<file path="config.mk">
export PLATFORM = sky130hd
export DESIGN_NAME = axis_capture_and_wrap
export DESIGN_NICKNAME = d
export VERILOG_FILES = /design/src/include/axis_capture_pkg.sv /design/src/design/axis_capture_and_wrap.sv
export VERILOG_INCLUDE_DIRS = /design/src /design/src/include
export SDC_FILE = /design/constraint.sdc
export NUM_CORES = 1
export LEC_CHECK = 0
export BUFFER_PORTS_ARGS = -buffer_cell sky130_fd_sc_hd__buf_4
export CORE_MARGIN = 4
export CORE_UTILIZATION = 35
export CTS_BUF_LIST = sky130_fd_sc_hd__clkbuf_4
export DETAILED_ROUTE_END_ITERATION = 10
export MAX_ROUTING_LAYER = met4
export PLACE_DENSITY = 0.51
export SETUP_SLACK_MARGIN = 0.2
export SYNTH_ARGS = -nofsm -noshare
export SYNTH_HDL_FRONTEND = slang
export SYNTH_SLANG_ARGS = --single-unit
</file>
<file path="constraint.sdc">
create_clock -name CLOCK -period 13.6 [get_ports CLOCK]
set_clock_uncertainty 0.15 [all_clocks]
set_input_delay 0.68 -clock CLOCK [delete_from_list [all_inputs] [get_ports CLOCK]]
set_output_delay 0.68 -clock CLOCK [all_outputs]
set_load 0.005 [all_outputs]
</file>
<file path="src/include/axis_capture_map.svh">
`ifndef AXIS_CAPTURE_MAP_SVH
`define AXIS_CAPTURE_MAP_SVH
// Register byte offsets
`define OFS_CAPTURE_CTRL   12'h000
`define OFS_CAPTURE_POS    12'h004
`define OFS_WINDOW_OPEN    12'h008
`define OFS_WINDOW_CLOSE   12'h00C
`define OFS_WRAP_DISTANCE  12'h010
`define OFS_WRAP_OPTION    12'h014
`define OFS_REV_LIMIT_SEL  12'h018
`define OFS_AXIS_STATE     12'h01C
`define OFS_MEASURED_POS   12'h020
`define OFS_DEMAND_POS     12'h024
`define OFS_POS_DEFINE     12'h028
// Mode field layout
`define MODE_TRIG_LSB      0
`define MODE_TRIG_MSB      7
`define MODE_WIN_LSB       8
`define MODE_WIN_MSB       9
`define WIN_NONE           2'h0
`define WIN_INCLUSIVE      2'h1
`define WIN_EXCLUSIVE      2'h3
`define TRIG_INDEX_RISE    8'h01
`define TRIG_INDEX_FALL    8'h02
`define TRIG_REG_RISE      8'h03
`define TRIG_REG_FALL      8'h04
// Wrap option bits
`define WRAP_POSITIVE_BIT  0
`define WRAP_END_REPEAT_BIT 1
// Axis state word bits
`define STATE_REV_LIMIT_BIT 5
`define STATE_CAPTURED_BIT  0
`define STATE_ARMED_BIT     1
`define STATE_REPEAT_BIT    2
// Reset values and valid selector ranges
`define REV_LIMIT_NONE     8'hFF
`define WRAP_DIST_RESET    32'h0000_0000
`define REV_SEL_LOW_MAX    8'h0F
`define REV_SEL_HIGH_MIN   8'h14
`define REV_SEL_HIGH_MAX   8'h1F
`endif

</file>
<file path="src/include/axis_capture_pkg.sv">
package axis_capture_pkg;
  typedef struct packed {
    logic        psel;
    logic        penable;
    logic        pwrite;
    logic [11:0] paddr;
    logic [31:0] pwdata;
  } apb_req_t;
  typedef struct packed {
    logic [31:0] prdata;
    logic        pready;
    logic        pslverr;
  } apb_rsp_t;
endpackage : axis_capture_pkg

</file>
<file path="src/design/axis_capture_and_wrap.sv">
// The implementer's own choices: the register offsets and register access over APB.
`timescale 1ns/100ps
`default_nettype none
`include "axis_capture_map.svh"

module axis_capture_and_wrap #(
  parameter int AXIS_INDEX = 0,   // Axis number, selects its registration input
  parameter int POS_W      = 32   // Position width
) (
  input  wire logic                     CLOCK,          // 125 MHz clock
  input  wire logic                     RST_N,          // Async reset, active low
  input  wire axis_capture_pkg::apb_req_t APB_REQ,      // APB request group
  output var  axis_capture_pkg::apb_rsp_t APB_RSP,      // APB answer group
  input  wire logic [POS_W-1:0]         MEASURED_IN,    // Raw measured position
  input  wire logic signed [POS_W-1:0]  DEMAND_STEP,    // Demand increment per cycle
  input  wire logic                     INDEX_MARKER,   // Encoder index marker
  input  wire logic [3:0]               REG_INPUTS,     // Registration inputs 0..3
  input  wire logic [31:0]              GP_INPUTS,      // General inputs for limit
  input  wire logic                     REPEAT_ENDED,   // Motion side ended repeat
  output logic                          CAPTURE_FLAG,   // Capture flag
  output logic                          REV_MOTION_STOP,// Block reverse motion
  output logic                          END_REPEAT_REQ  // Repeat end request level
);

  // ----------------------------------------------------------------
  // Helpers
  // ----------------------------------------------------------------
  // Fold a position into the active range
  function automatic logic signed [POS_W-1:0] fold(input logic signed [POS_W-1:0] p,
                                                   input logic signed [POS_W-1:0] d,
                                                   input logic                    pos_only);
    logic signed [POS_W-1:0] lo;
    lo = pos_only ? '0 : -d;
    if (d <= 0) begin
      fold = p;
    end else if (p >= d) begin
      fold = p - d;
    end else if (p < lo) begin
      fold = p + d;
    end else begin
      fold = p;
    end
  endfunction : fold

  // Selector holds a valid limit input
  function automatic logic sel_valid(input logic [7:0] s);
    sel_valid = (s <= `REV_SEL_LOW_MAX) ||
                (s >= `REV_SEL_HIGH_MIN && s <= `REV_SEL_HIGH_MAX);
  endfunction : sel_valid

  // ----------------------------------------------------------------
  // Registers
  // ----------------------------------------------------------------
  logic [9:0]              mode_q;
  logic                    armed_q;
  logic                    flag_q;
  logic signed [POS_W-1:0] cap_pos_q;
  logic signed [POS_W-1:0] open_q;
  logic signed [POS_W-1:0] close_q;
  logic signed [POS_W-1:0] dist_q;
  logic [1:0]              opt_q;
  logic [7:0]              rev_sel_q;
  logic signed [POS_W-1:0] offset_q;
  logic signed [POS_W-1:0] demand_q;
  logic                    index_prev_q;
  logic                    reg_prev_q;
  logic                    rev_hit_q;
  logic [31:0]             rdata_q;
  logic                    ready_q;
  logic                    err_q;

  // ----------------------------------------------------------------
  // Bus decode
  // ----------------------------------------------------------------
  wire       setup    = APB_REQ.psel && !APB_REQ.penable;
  wire       wr_now   = APB_REQ.psel && APB_REQ.penable && ready_q && APB_REQ.pwrite;
  wire [11:0] addr    = APB_REQ.paddr;
  wire       wr_ctrl  = wr_now && addr == `OFS_CAPTURE_CTRL;
  wire       wr_open  = wr_now && addr == `OFS_WINDOW_OPEN;
  wire       wr_close = wr_now && addr == `OFS_WINDOW_CLOSE;
  wire       wr_dist  = wr_now && addr == `OFS_WRAP_DISTANCE;
  wire       wr_opt   = wr_now && addr == `OFS_WRAP_OPTION;
  wire       wr_sel   = wr_now && addr == `OFS_REV_LIMIT_SEL;
  wire       wr_def   = wr_now && addr == `OFS_POS_DEFINE;
  wire       wr_demand_position  = wr_now && addr == `OFS_DEMAND_POS;

  // ----------------------------------------------------------------
  // Position and wrap
  // ----------------------------------------------------------------
  // Measured position as the axis sees it, offset folds it into range
  wire signed [POS_W-1:0] meas_raw = $signed(MEASURED_IN) + offset_q;
  wire signed [POS_W-1:0] meas_fold = fold(meas_raw, dist_q, opt_q[`WRAP_POSITIVE_BIT]);
  wire signed [POS_W-1:0] wrap_adj  = meas_fold - meas_raw;
  wire signed [POS_W-1:0] wr_pos    = $signed(APB_REQ.pwdata[POS_W-1:0]);
  wire signed [POS_W-1:0] dem_next  = demand_q + DEMAND_STEP + wrap_adj;

  // ----------------------------------------------------------------
  // Capture trigger and window
  // ----------------------------------------------------------------
  wire       reg_in    = REG_INPUTS[AXIS_INDEX[1:0]];
  wire [7:0] trig      = mode_q[`MODE_TRIG_MSB:`MODE_TRIG_LSB];
  wire [1:0] win       = mode_q[`MODE_WIN_MSB:`MODE_WIN_LSB];
  wire       edge_hit  = (trig == `TRIG_INDEX_RISE && INDEX_MARKER && !index_prev_q) ||
                         (trig == `TRIG_INDEX_FALL && !INDEX_MARKER && index_prev_q) ||
                         (trig == `TRIG_REG_RISE && reg_in && !reg_prev_q) ||
                         (trig == `TRIG_REG_FALL && !reg_in && reg_prev_q);
  wire       in_incl   = meas_fold > open_q && meas_fold < close_q;
  wire       in_excl   = meas_fold < open_q || meas_fold > close_q;
  wire       win_ok    = (win == `WIN_INCLUSIVE) ? in_incl :
                         (win == `WIN_EXCLUSIVE) ? in_excl : 1'b1;
  wire       capture   = armed_q && edge_hit && win_ok;

  // Reverse limit select, active low
  wire       rev_level = sel_valid(rev_sel_q) && !GP_INPUTS[rev_sel_q[4:0]];

  // ----------------------------------------------------------------
  // Read mux
  // ----------------------------------------------------------------
  logic [31:0] rd_mux;
  wire  [31:0] state_word = {26'h0, rev_hit_q, 2'h0, opt_q[`WRAP_END_REPEAT_BIT],
                             armed_q, flag_q};
  always_comb begin
    rd_mux = 32'h0000_0000;
    unique case (addr)
      `OFS_CAPTURE_CTRL:  rd_mux = {22'h0, mode_q};
      `OFS_CAPTURE_POS:   rd_mux = 32'(cap_pos_q);
      `OFS_WINDOW_OPEN:   rd_mux = 32'(open_q);
      `OFS_WINDOW_CLOSE:  rd_mux = 32'(close_q);
      `OFS_WRAP_DISTANCE: rd_mux = 32'(dist_q);
      `OFS_WRAP_OPTION:   rd_mux = {30'h0, opt_q};
      `OFS_REV_LIMIT_SEL: rd_mux = {24'h0, rev_sel_q};
      `OFS_AXIS_STATE:    rd_mux = state_word;
      `OFS_MEASURED_POS:  rd_mux = 32'(meas_fold);
      `OFS_DEMAND_POS:    rd_mux = 32'(demand_q);
      default:            rd_mux = 32'h0000_0000;
    endcase
  end
  wire addr_ok = addr inside {`OFS_CAPTURE_CTRL, `OFS_CAPTURE_POS, `OFS_WINDOW_OPEN,
                              `OFS_WINDOW_CLOSE, `OFS_WRAP_DISTANCE, `OFS_WRAP_OPTION,
                              `OFS_REV_LIMIT_SEL, `OFS_AXIS_STATE, `OFS_MEASURED_POS,
                              `OFS_DEMAND_POS, `OFS_POS_DEFINE};

  // ----------------------------------------------------------------
  // APB slave: no wait state, ready rises in the access phase
  // ----------------------------------------------------------------
  always_ff @(posedge CLOCK or negedge RST_N) begin
    if (!RST_N) begin
      ready_q <= 1'b0;
      rdata_q <= 32'h0000_0000;
      err_q   <= 1'b0;
    end else begin
      ready_q <= setup;
      rdata_q <= setup ? rd_mux : 32'h0000_0000;
      err_q   <= setup && !addr_ok;
    end
  end

  // ----------------------------------------------------------------
  // Capture arming, latch and flag
  // ----------------------------------------------------------------
  always_ff @(posedge CLOCK or negedge RST_N) begin
    if (!RST_N) begin
      mode_q       <= 10'h000;
      armed_q      <= 1'b0;
      flag_q       <= 1'b0;
      cap_pos_q    <= '0;
      index_prev_q <= 1'b0;
      reg_prev_q   <= 1'b0;
    end else begin
      index_prev_q <= INDEX_MARKER;
      reg_prev_q   <= reg_in;
      if (capture) begin
        cap_pos_q <= meas_fold;
        flag_q    <= 1'b1;
        armed_q   <= 1'b0;
      end else if (wr_ctrl) begin
        mode_q  <= APB_REQ.pwdata[9:0];
        armed_q <= 1'b1;
        flag_q  <= 1'b0;
      end
    end
  end

  // ----------------------------------------------------------------
  // Window, wrap and limit settings
  // ----------------------------------------------------------------
  always_ff @(posedge CLOCK or negedge RST_N) begin
    if (!RST_N) begin
      open_q    <= '0;
      close_q   <= '0;
      dist_q    <= POS_W'(`WRAP_DIST_RESET);
      rev_sel_q <= `REV_LIMIT_NONE;
    end else begin
      if (wr_open)  open_q    <= wr_pos;
      if (wr_close) close_q   <= wr_pos;
      if (wr_dist)  dist_q    <= wr_pos;
      if (wr_sel)   rev_sel_q <= APB_REQ.pwdata[7:0];
    end
  end

  // Option bits; a software set wins over the hardware clear
  always_ff @(posedge CLOCK or negedge RST_N) begin
    if (!RST_N) begin
      opt_q <= 2'h0;
    end else if (wr_opt) begin
      opt_q <= APB_REQ.pwdata[1:0];
    end else if (REPEAT_ENDED) begin
      opt_q[`WRAP_END_REPEAT_BIT] <= 1'b0;
    end
  end

  // ----------------------------------------------------------------
  // Position offset and demand tracking
  // ----------------------------------------------------------------
  always_ff @(posedge CLOCK or negedge RST_N) begin
    if (!RST_N) begin
      offset_q <= '0;
      demand_q <= '0;
    end else if (wr_def) begin
      offset_q <= fold(wr_pos, dist_q, opt_q[0]) - $signed(MEASURED_IN);
      demand_q <= fold(wr_pos, dist_q, opt_q[0]);
    end else if (wr_demand_position) begin
      offset_q <= offset_q + wrap_adj;
      demand_q <= fold(wr_pos, dist_q, opt_q[0]);
    end else begin
      offset_q <= offset_q + wrap_adj;
      demand_q <= dem_next;
    end
  end

  // Reverse limit status
  always_ff @(posedge CLOCK or negedge RST_N) begin
    if (!RST_N) begin
      rev_hit_q <= 1'b0;
    end else begin
      rev_hit_q <= rev_level;
    end
  end

  // ----------------------------------------------------------------
  // Outputs
  // ----------------------------------------------------------------
  assign APB_RSP.prdata  = rdata_q;
  assign APB_RSP.pready  = ready_q;
  assign APB_RSP.pslverr = err_q;
  assign CAPTURE_FLAG    = flag_q;
  assign REV_MOTION_STOP = rev_hit_q;
  assign END_REPEAT_REQ  = opt_q[`WRAP_END_REPEAT_BIT];

endmodule : axis_capture_and_wrap
`default_nettype wire

</file>
# Yosys cells after proc, flatten, opt, wreduce, memory -nomap -nowiden

Index checks and enable logic that the tools add are counted.

Register bits after elaboration: 251
Bits of input ports: 151
Word-level logic and storage cells: 125

Add/sub/neg operators: 11
$lt $le $gt $ge: 13
Eq/ne operators: 16
Mux-type cells: 23
Bitwise operators: 1
Reductions and logical operators: 43

Operator list:

| operator                                                          | count |
|---|---|
| 2-to-1 mux 32 bit                                                 | 12 |
| case mux 32 bit (10 select lines)                                 | 1 |
| adder 32 bit                                                      | 6 |
| less-than comparator 32 bit                                       | 4 |
| subtractor 32 bit                                                 | 4 |
| greater-or-equal comparator 32 bit                                | 2 |
| greater-than comparator 32 bit                                    | 2 |
| equality test 12 x 5 -> 1 bit, second input constant              | 4 |
| equality test 12 x 6 -> 1 bit, second input constant              | 3 |
| <= comparator 32 x 1 -> 1 bit, second input constant              | 1 |
| negation 32 bit                                                   | 1 |
| logical AND 1 bit                                                 | 26 |
| equality test 12 x 4 -> 1 bit, second input constant              | 2 |
| equality test 8 x 2 -> 1 bit, second input constant               | 2 |
| equality test 12 x 3 -> 1 bit, second input constant              | 1 |
| logical NOT 12 bit                                                | 1 |
| nonzero test 11 bit                                               | 1 |
| 2-to-1 mux 1 bit                                                  | 9 |
| equality test 8 x 1 -> 1 bit, second input constant               | 1 |
| equality test 8 x 3 -> 1 bit, second input constant               | 1 |
| greater-or-equal comparator 8 x 5 -> 1 bit, second input constant | 1 |
| <= comparator 8 x 4 -> 1 bit, second input constant               | 1 |
| <= comparator 8 x 5 -> 1 bit, second input constant               | 1 |
| logical NOT 1 bit                                                 | 7 |
| 8 further kinds                                                   | 13 |

# Logic depth before layout (Yosys ltp)

Depth in word-level cells: 13
Depth in mapped cells: 54
Gate-level depth less buffers: 52

# Least setup slack after synthesis

OpenSTA, ideal clock, no wires.

Kind: input-to-reg
From: input MEASURED_IN[0]
To: register demand_q[31]
Arrival time: 10650 ps
Slack: 2675 ps
Stages: 49
Path through: ha_1 -> fa_1 -> a21o_1 -> a21oi_1 -> o21ai_0 -> and3_1 -> a41oi_1 -> o31a_1 -> o31ai_1 -> a21o_1 -> a21oi_1 -> xor2_1 -> inv_1 -> ha_1 -> nand4_1 -> or2_2 -> nor4b_2 -> o21a_1 -> (+13 left out) -> o21bai_1 -> a21oi_1 -> o21ai_0 -> a21o_1 -> a21oi_1 -> xnor2_1 -> fa_1 -> ha_1 -> a21o_1 -> a221o_1 -> inv_1 -> a2111oi_0 -> o41ai_1 -> o21ai_0 -> a21oi_1 -> xnor2_1 -> xnor3_1 -> mux2_2

Longest elaborated chain between the ends: 9
Elaborated cells between the ends (all ways): 12
Classes of those cells: add/sub (5); order compare (2); mux (5)

RTL lines:

| element                                                            | RTL line                                                 | text |
|---|---|---|
| start: declaration                                                 | axis_capture_and_wrap.sv:14                              | `input wire logic [POS_W-1:0] MEASURED_IN,` |
| adder 32 bit (*)                                                   | axis_capture_and_wrap.sv:91                              | `wire signed [POS_W-1:0] meas_raw = $signed(MEASURED_IN) + offset_q;` |
| adder 32 bit / less-than comparator 32 bit (equally long branches) | axis_capture_and_wrap.sv:39, axis_capture_and_wrap.sv:38 |  |
| 2-to-1 mux 32 bit                                                  | axis_capture_and_wrap.sv:38                              | `end else if (p < lo) begin` |
| 2-to-1 mux 32 bit                                                  | axis_capture_and_wrap.sv:36                              | `end else if (p >= d) begin` |
| 2-to-1 mux 32 bit                                                  | axis_capture_and_wrap.sv:34                              | `if (d <= 0) begin` |
| subtractor 32 bit (*)                                              | axis_capture_and_wrap.sv:93                              | `wire signed [POS_W-1:0] wrap_adj = meas_fold - meas_raw;` |
| adder 32 bit (*)                                                   | axis_capture_and_wrap.sv:95                              | `wire signed [POS_W-1:0] dem_next = demand_q + DEMAND_STEP + wrap_adj;` |
| 2-to-1 mux 32 bit (*)                                              | axis_capture_and_wrap.sv:222                             | `end else if (wr_demand_position) begin` |
| 2-to-1 mux 32 bit (*)                                              | axis_capture_and_wrap.sv:219                             | `end else if (wr_def) begin` |
| end signal: assignment                                             | axis_capture_and_wrap.sv:221                             | `demand_q <= fold(wr_pos, dist_q, opt_q[0]);` |
| end signal: assignment                                             | axis_capture_and_wrap.sv:224                             | `demand_q <= fold(wr_pos, dist_q, opt_q[0]);` |
| end signal: assignment                                             | axis_capture_and_wrap.sv:227                             | `demand_q <= dem_next;` |
| end: declaration                                                   | axis_capture_and_wrap.sv:64                              | `logic signed [POS_W-1:0] demand_q;` |

Mark *: on every way between the ends. The rest lies on a longest branch, timed or not.
A chain may end at the register's enable or synchronous reset.

# Final worst setup path

From: input MEASURED_IN[0]
To: register demand_q[31]

Longest elaborated chain between the ends: 9
Elaborated cells between the ends (all ways): 12
Classes of those cells: add/sub (5); order compare (2); mux (5)

RTL lines:

| element                                                            | RTL line                                                 | text |
|---|---|---|
| adder 32 bit (*)                                                   | axis_capture_and_wrap.sv:91                              |  |
| adder 32 bit / less-than comparator 32 bit (equally long branches) | axis_capture_and_wrap.sv:39, axis_capture_and_wrap.sv:38 |  |
| 2-to-1 mux 32 bit                                                  | axis_capture_and_wrap.sv:38                              |  |
| 2-to-1 mux 32 bit                                                  | axis_capture_and_wrap.sv:36                              |  |
| 2-to-1 mux 32 bit (*)                                              | axis_capture_and_wrap.sv:34                              |  |
| via meas_fold[16]                                                  | axis_capture_and_wrap.sv:92                              | `` wire signed [POS_W-1:0] meas_fold = fold(meas_raw, dist_q, opt_q[`WRAP_POSITIVE_BIT]); `` |
| subtractor 32 bit (*)                                              | axis_capture_and_wrap.sv:93                              |  |
| adder 32 bit (*)                                                   | axis_capture_and_wrap.sv:95                              |  |
| 2-to-1 mux 32 bit (*)                                              | axis_capture_and_wrap.sv:222                             |  |
| 2-to-1 mux 32 bit (*)                                              | axis_capture_and_wrap.sv:219                             |  |

The timed path passes the listed nets; every way through them passes the cells marked *.

==> results.yml <==
run_status:
  outcome: "complete, no violations"
placed_design:
  numPortBuffers: 180
  dpl.hpwl_um: 92460
  gp_congestion: 0.9543
synth:
  synth_flop_cell: "dfrtp_1"
  ys_types: 109
  syn_area_mm2: 0.02989
  synth-async-reset-ratio_pct: 100.0
  synthCells: 3612
  ys_ff_latch: 251
  synthTopCellsByArea: "dfrtp_1, ha_1, a21oi_1, o21ai_0, a21o_1"
  synth-seq-area-share_pct: 21.04
  yosysTopAreaCell: "dfrtp_1"
  avgSynthCellArea_um2: 8.276
  synth-edff-count: 0
  synth_top_area_share_pct: 20.34
  yosys_warnings: 0
  syn_nets: 4210
worst_setup_path:
  crit_type: "in2reg"
  critPathCaptureType: "flop"
  cpLargestDelayFamily: "compound AO/OA/AOI/OAI gates"
  cp_num_buf_inv: 6
  cp.arrival_ns: 13.12
  cp_max_fo: 13
  worstPathRequired_ns: 14.21
  cpMaxStageDelayCell: "dlygate4sd3_1"
  start_kind: "primary input"
  max_stage_delay_ns: 0.54
floorplanning:
  die_y_um: 300.3
  initial_utilization_pct: 35.50
  die-area_mm2: 0.09015
  die_x_um: 300.3
  pin_count: 188
  coreArea_mm2: 0.08422
  core.rowCount: 106
finish:
  multiInputGateArea_mm2: 0.02200
  drive_above_1_share_pct: 14.46
  fillers: 8747
  ff_latch_area_mm2: 0.006291
  area_growth_pct: 14.26
  fin_nets: 4445
grt:
  globalRouteOverflowTotal: 0
  grt_max_degree: 78
  grt_pass1_vias: 28380
  antenna_found_initial: 5
  grt_first_pass_wirelength_um: 172300
  track_usage_pct: 25.68
sta:
  rsz0062_at_grt: "no"
  setup_tns_ns: 0
  finalMaxSlewViolations: 0
  max-slew-margin-rel_pct: 31.21
  hold_viol_final: 0
  finalSetupViolations: 0
  fmax_mhz: 79.92
  timing.final.crit_share_pct: 92.00
  fin_crit_ns: 12.51
  max_slew.worst_pin.slew_ns: 1.032
detailed_routing:
  vias: 29090
  ant_nets: 0
  first_pass_iters: 7
  drt_iter0_markers: 2660
  via_per_inst: 5.760
  drc: 0
  wl_per_cell_um: 22.94
  drt_wl_total_um: 115800
clock_network:
  cts_max_path_buffers: 3
  cts_max_level: 3
  ctsResizeCount: 0
  post_cts_buffers: 0
  holdBufCountCts: 44
  cts_root_buf: "clkbuf_4"
  cts_tree: "built"
  numCtsBuffers: 79
  path_clk_slew_ns: 0.06
  clock_sinks: 251
  worstSkewPairLatency_ns: 0.92
job:
  drv_cap: 0
min_path:
  worstHoldPathType: "in2reg"
[per-layer routing]
layer	vias up	global-route usage, %	share of wire (%)
met5	-	-	0
met4	0	6.870	2.5
li1	13910	-	-
met2	992	38.32	43
met3	155	3.957	7.3
met1	14030	36.22	47
[registers in the layout, summed over array words and instances (netlist names), 8 cells and up]
signal     count
cap_pos_q     32
close_q       32
demand_q      32
dist_q        32
offset_q      32
open_q        32
rdata_q       32
mode_q        10
rev_sel_q      8
[cells in the mapped netlist, types with 11 or more instances]
master	count
nor4_1	17
nand4_1	44
or3_1	30
o211ai_1	29
a21oi_1	288
xnor2_1	112
nor2b_1	39
o31ai_1	18
a221o_1	25
o22ai_1	19
o21bai_1	48
fa_1	40
a21o_1	152
a31oi_1	53
a41oi_1	12
clkbuf_1	103
a222oi_1	34
o21ai_0	248
o21a_1	44
a211o_1	13
and3_1	30
inv_1	294
a22oi_1	39
a21boi_0	11
mux2_2	97
xor2_1	50
o221ai_1	25
nand2_1	286
nor3_1	68
ha_1	407
dfrtp_1	243
buf_2	26
nand3_1	55
nor2_1	226
or2_2	12
a211oi_1	28
nand2b_1	79
a221oi_1	31
[area by class of cell]
class,instances,area share [%]
Clock buffer,117,2.572
Antenna cell,9,0.06594
Tap cell,1134,4.154
Inverter,294,3.231
Sequential cell,251,18.42
Multi-Input combinational cell,2929,64.42
Timing Repair Buffer,292,6.762
Clock inverter,24,0.3773
[per-stage QoR]
step | hold slack [ns] | instance area (um2) | utilization (%) | instances | worst slack (ns)
2_1_floorplan | 0.2344 | 29890 | - | 3612 | 2.675
3_3_place_gp | 0.3395 | 32690 | 38.81 | 4856 | 0.8366
3_5_place_dp | 0.3458 | 32690 | 38.81 | 4856 | 0.7905
4_1_cts | 0.01813 | 34130 | 40.53 | 5041 | 1.115
5_1_grt | 0.09379 | 34150 | 40.55 | 5047 | 0.4456
6_report | 0.1182 | 34160 | 40.56 | 5050 | 1.087
[worst paths after layout]
kind / startpoint / to / slack (ns) / depth (start not counted)
max in group asynchronous: RST_N / rdata_q[23]$_DFF_PN0_ / 11.65 / 3
hold reg to reg: cap_pos_q[5]$_DFFE_PN0P_ / cap_pos_q[5]$_DFFE_PN0P_ / 0.36 / 1
setup / recovery: MEASURED_IN[0] / demand_q[31]$_DFF_PN0_ / 1.09 / 50
min in group asynchronous: RST_N / demand_q[0]$_DFF_PN0_ / 0.22 / 2
hold / removal: MEASURED_IN[31] / offset_q[31]$_DFF_PN0_ / 0.12 / 4
setup reg to reg: offset_q[0]$_DFF_PN0_ / demand_q[31]$_DFF_PN0_ / 1.15 / 48
[cell usage in the layout (no fill, tap or decap), types with 97 or more instances in the layout]
cell type,netlist,layout
ha_1,407,407
inv_1,294,294
a21oi_1,288,288
nand2_1,286,286
o21ai_0,248,248
buf_4,2,247
dfrtp_1,243,243
nor2_1,226,220
a21o_1,152,152
clkbuf_4,0,117
xnor2_1,112,112
mux2_2,97,97
[worst register-to-register path: cells and delay by family, from the launching register on]
family | cells | cell delay, ns
flops | 1 | 0.38
compound gates | 27 | 5.80
buf+inv | 4 | 1.01
simple gates | 6 | 1.31
fa+ha+maj | 6 | 2.23
xor+xnor | 4 | 1.15
mux | 1 | 0.26
[cells by family after synthesis]
family | Yosys count | synth area share, %
AO/OA/AOI/OAI | 1259 | 28.75
AND/OR/NAND/NOR | 947 | 15.50
adder cells (fa/ha/maj) | 447 | 19.71
buffers and inverters | 432 | 5.583
flip-flops | 251 | 21.04
XOR/XNOR | 165 | 4.951
multiplexers | 111 | 4.462
Power is not shown: default switching activity piles up to over one toggle a cycle in this logic, so the estimate is an artifact.
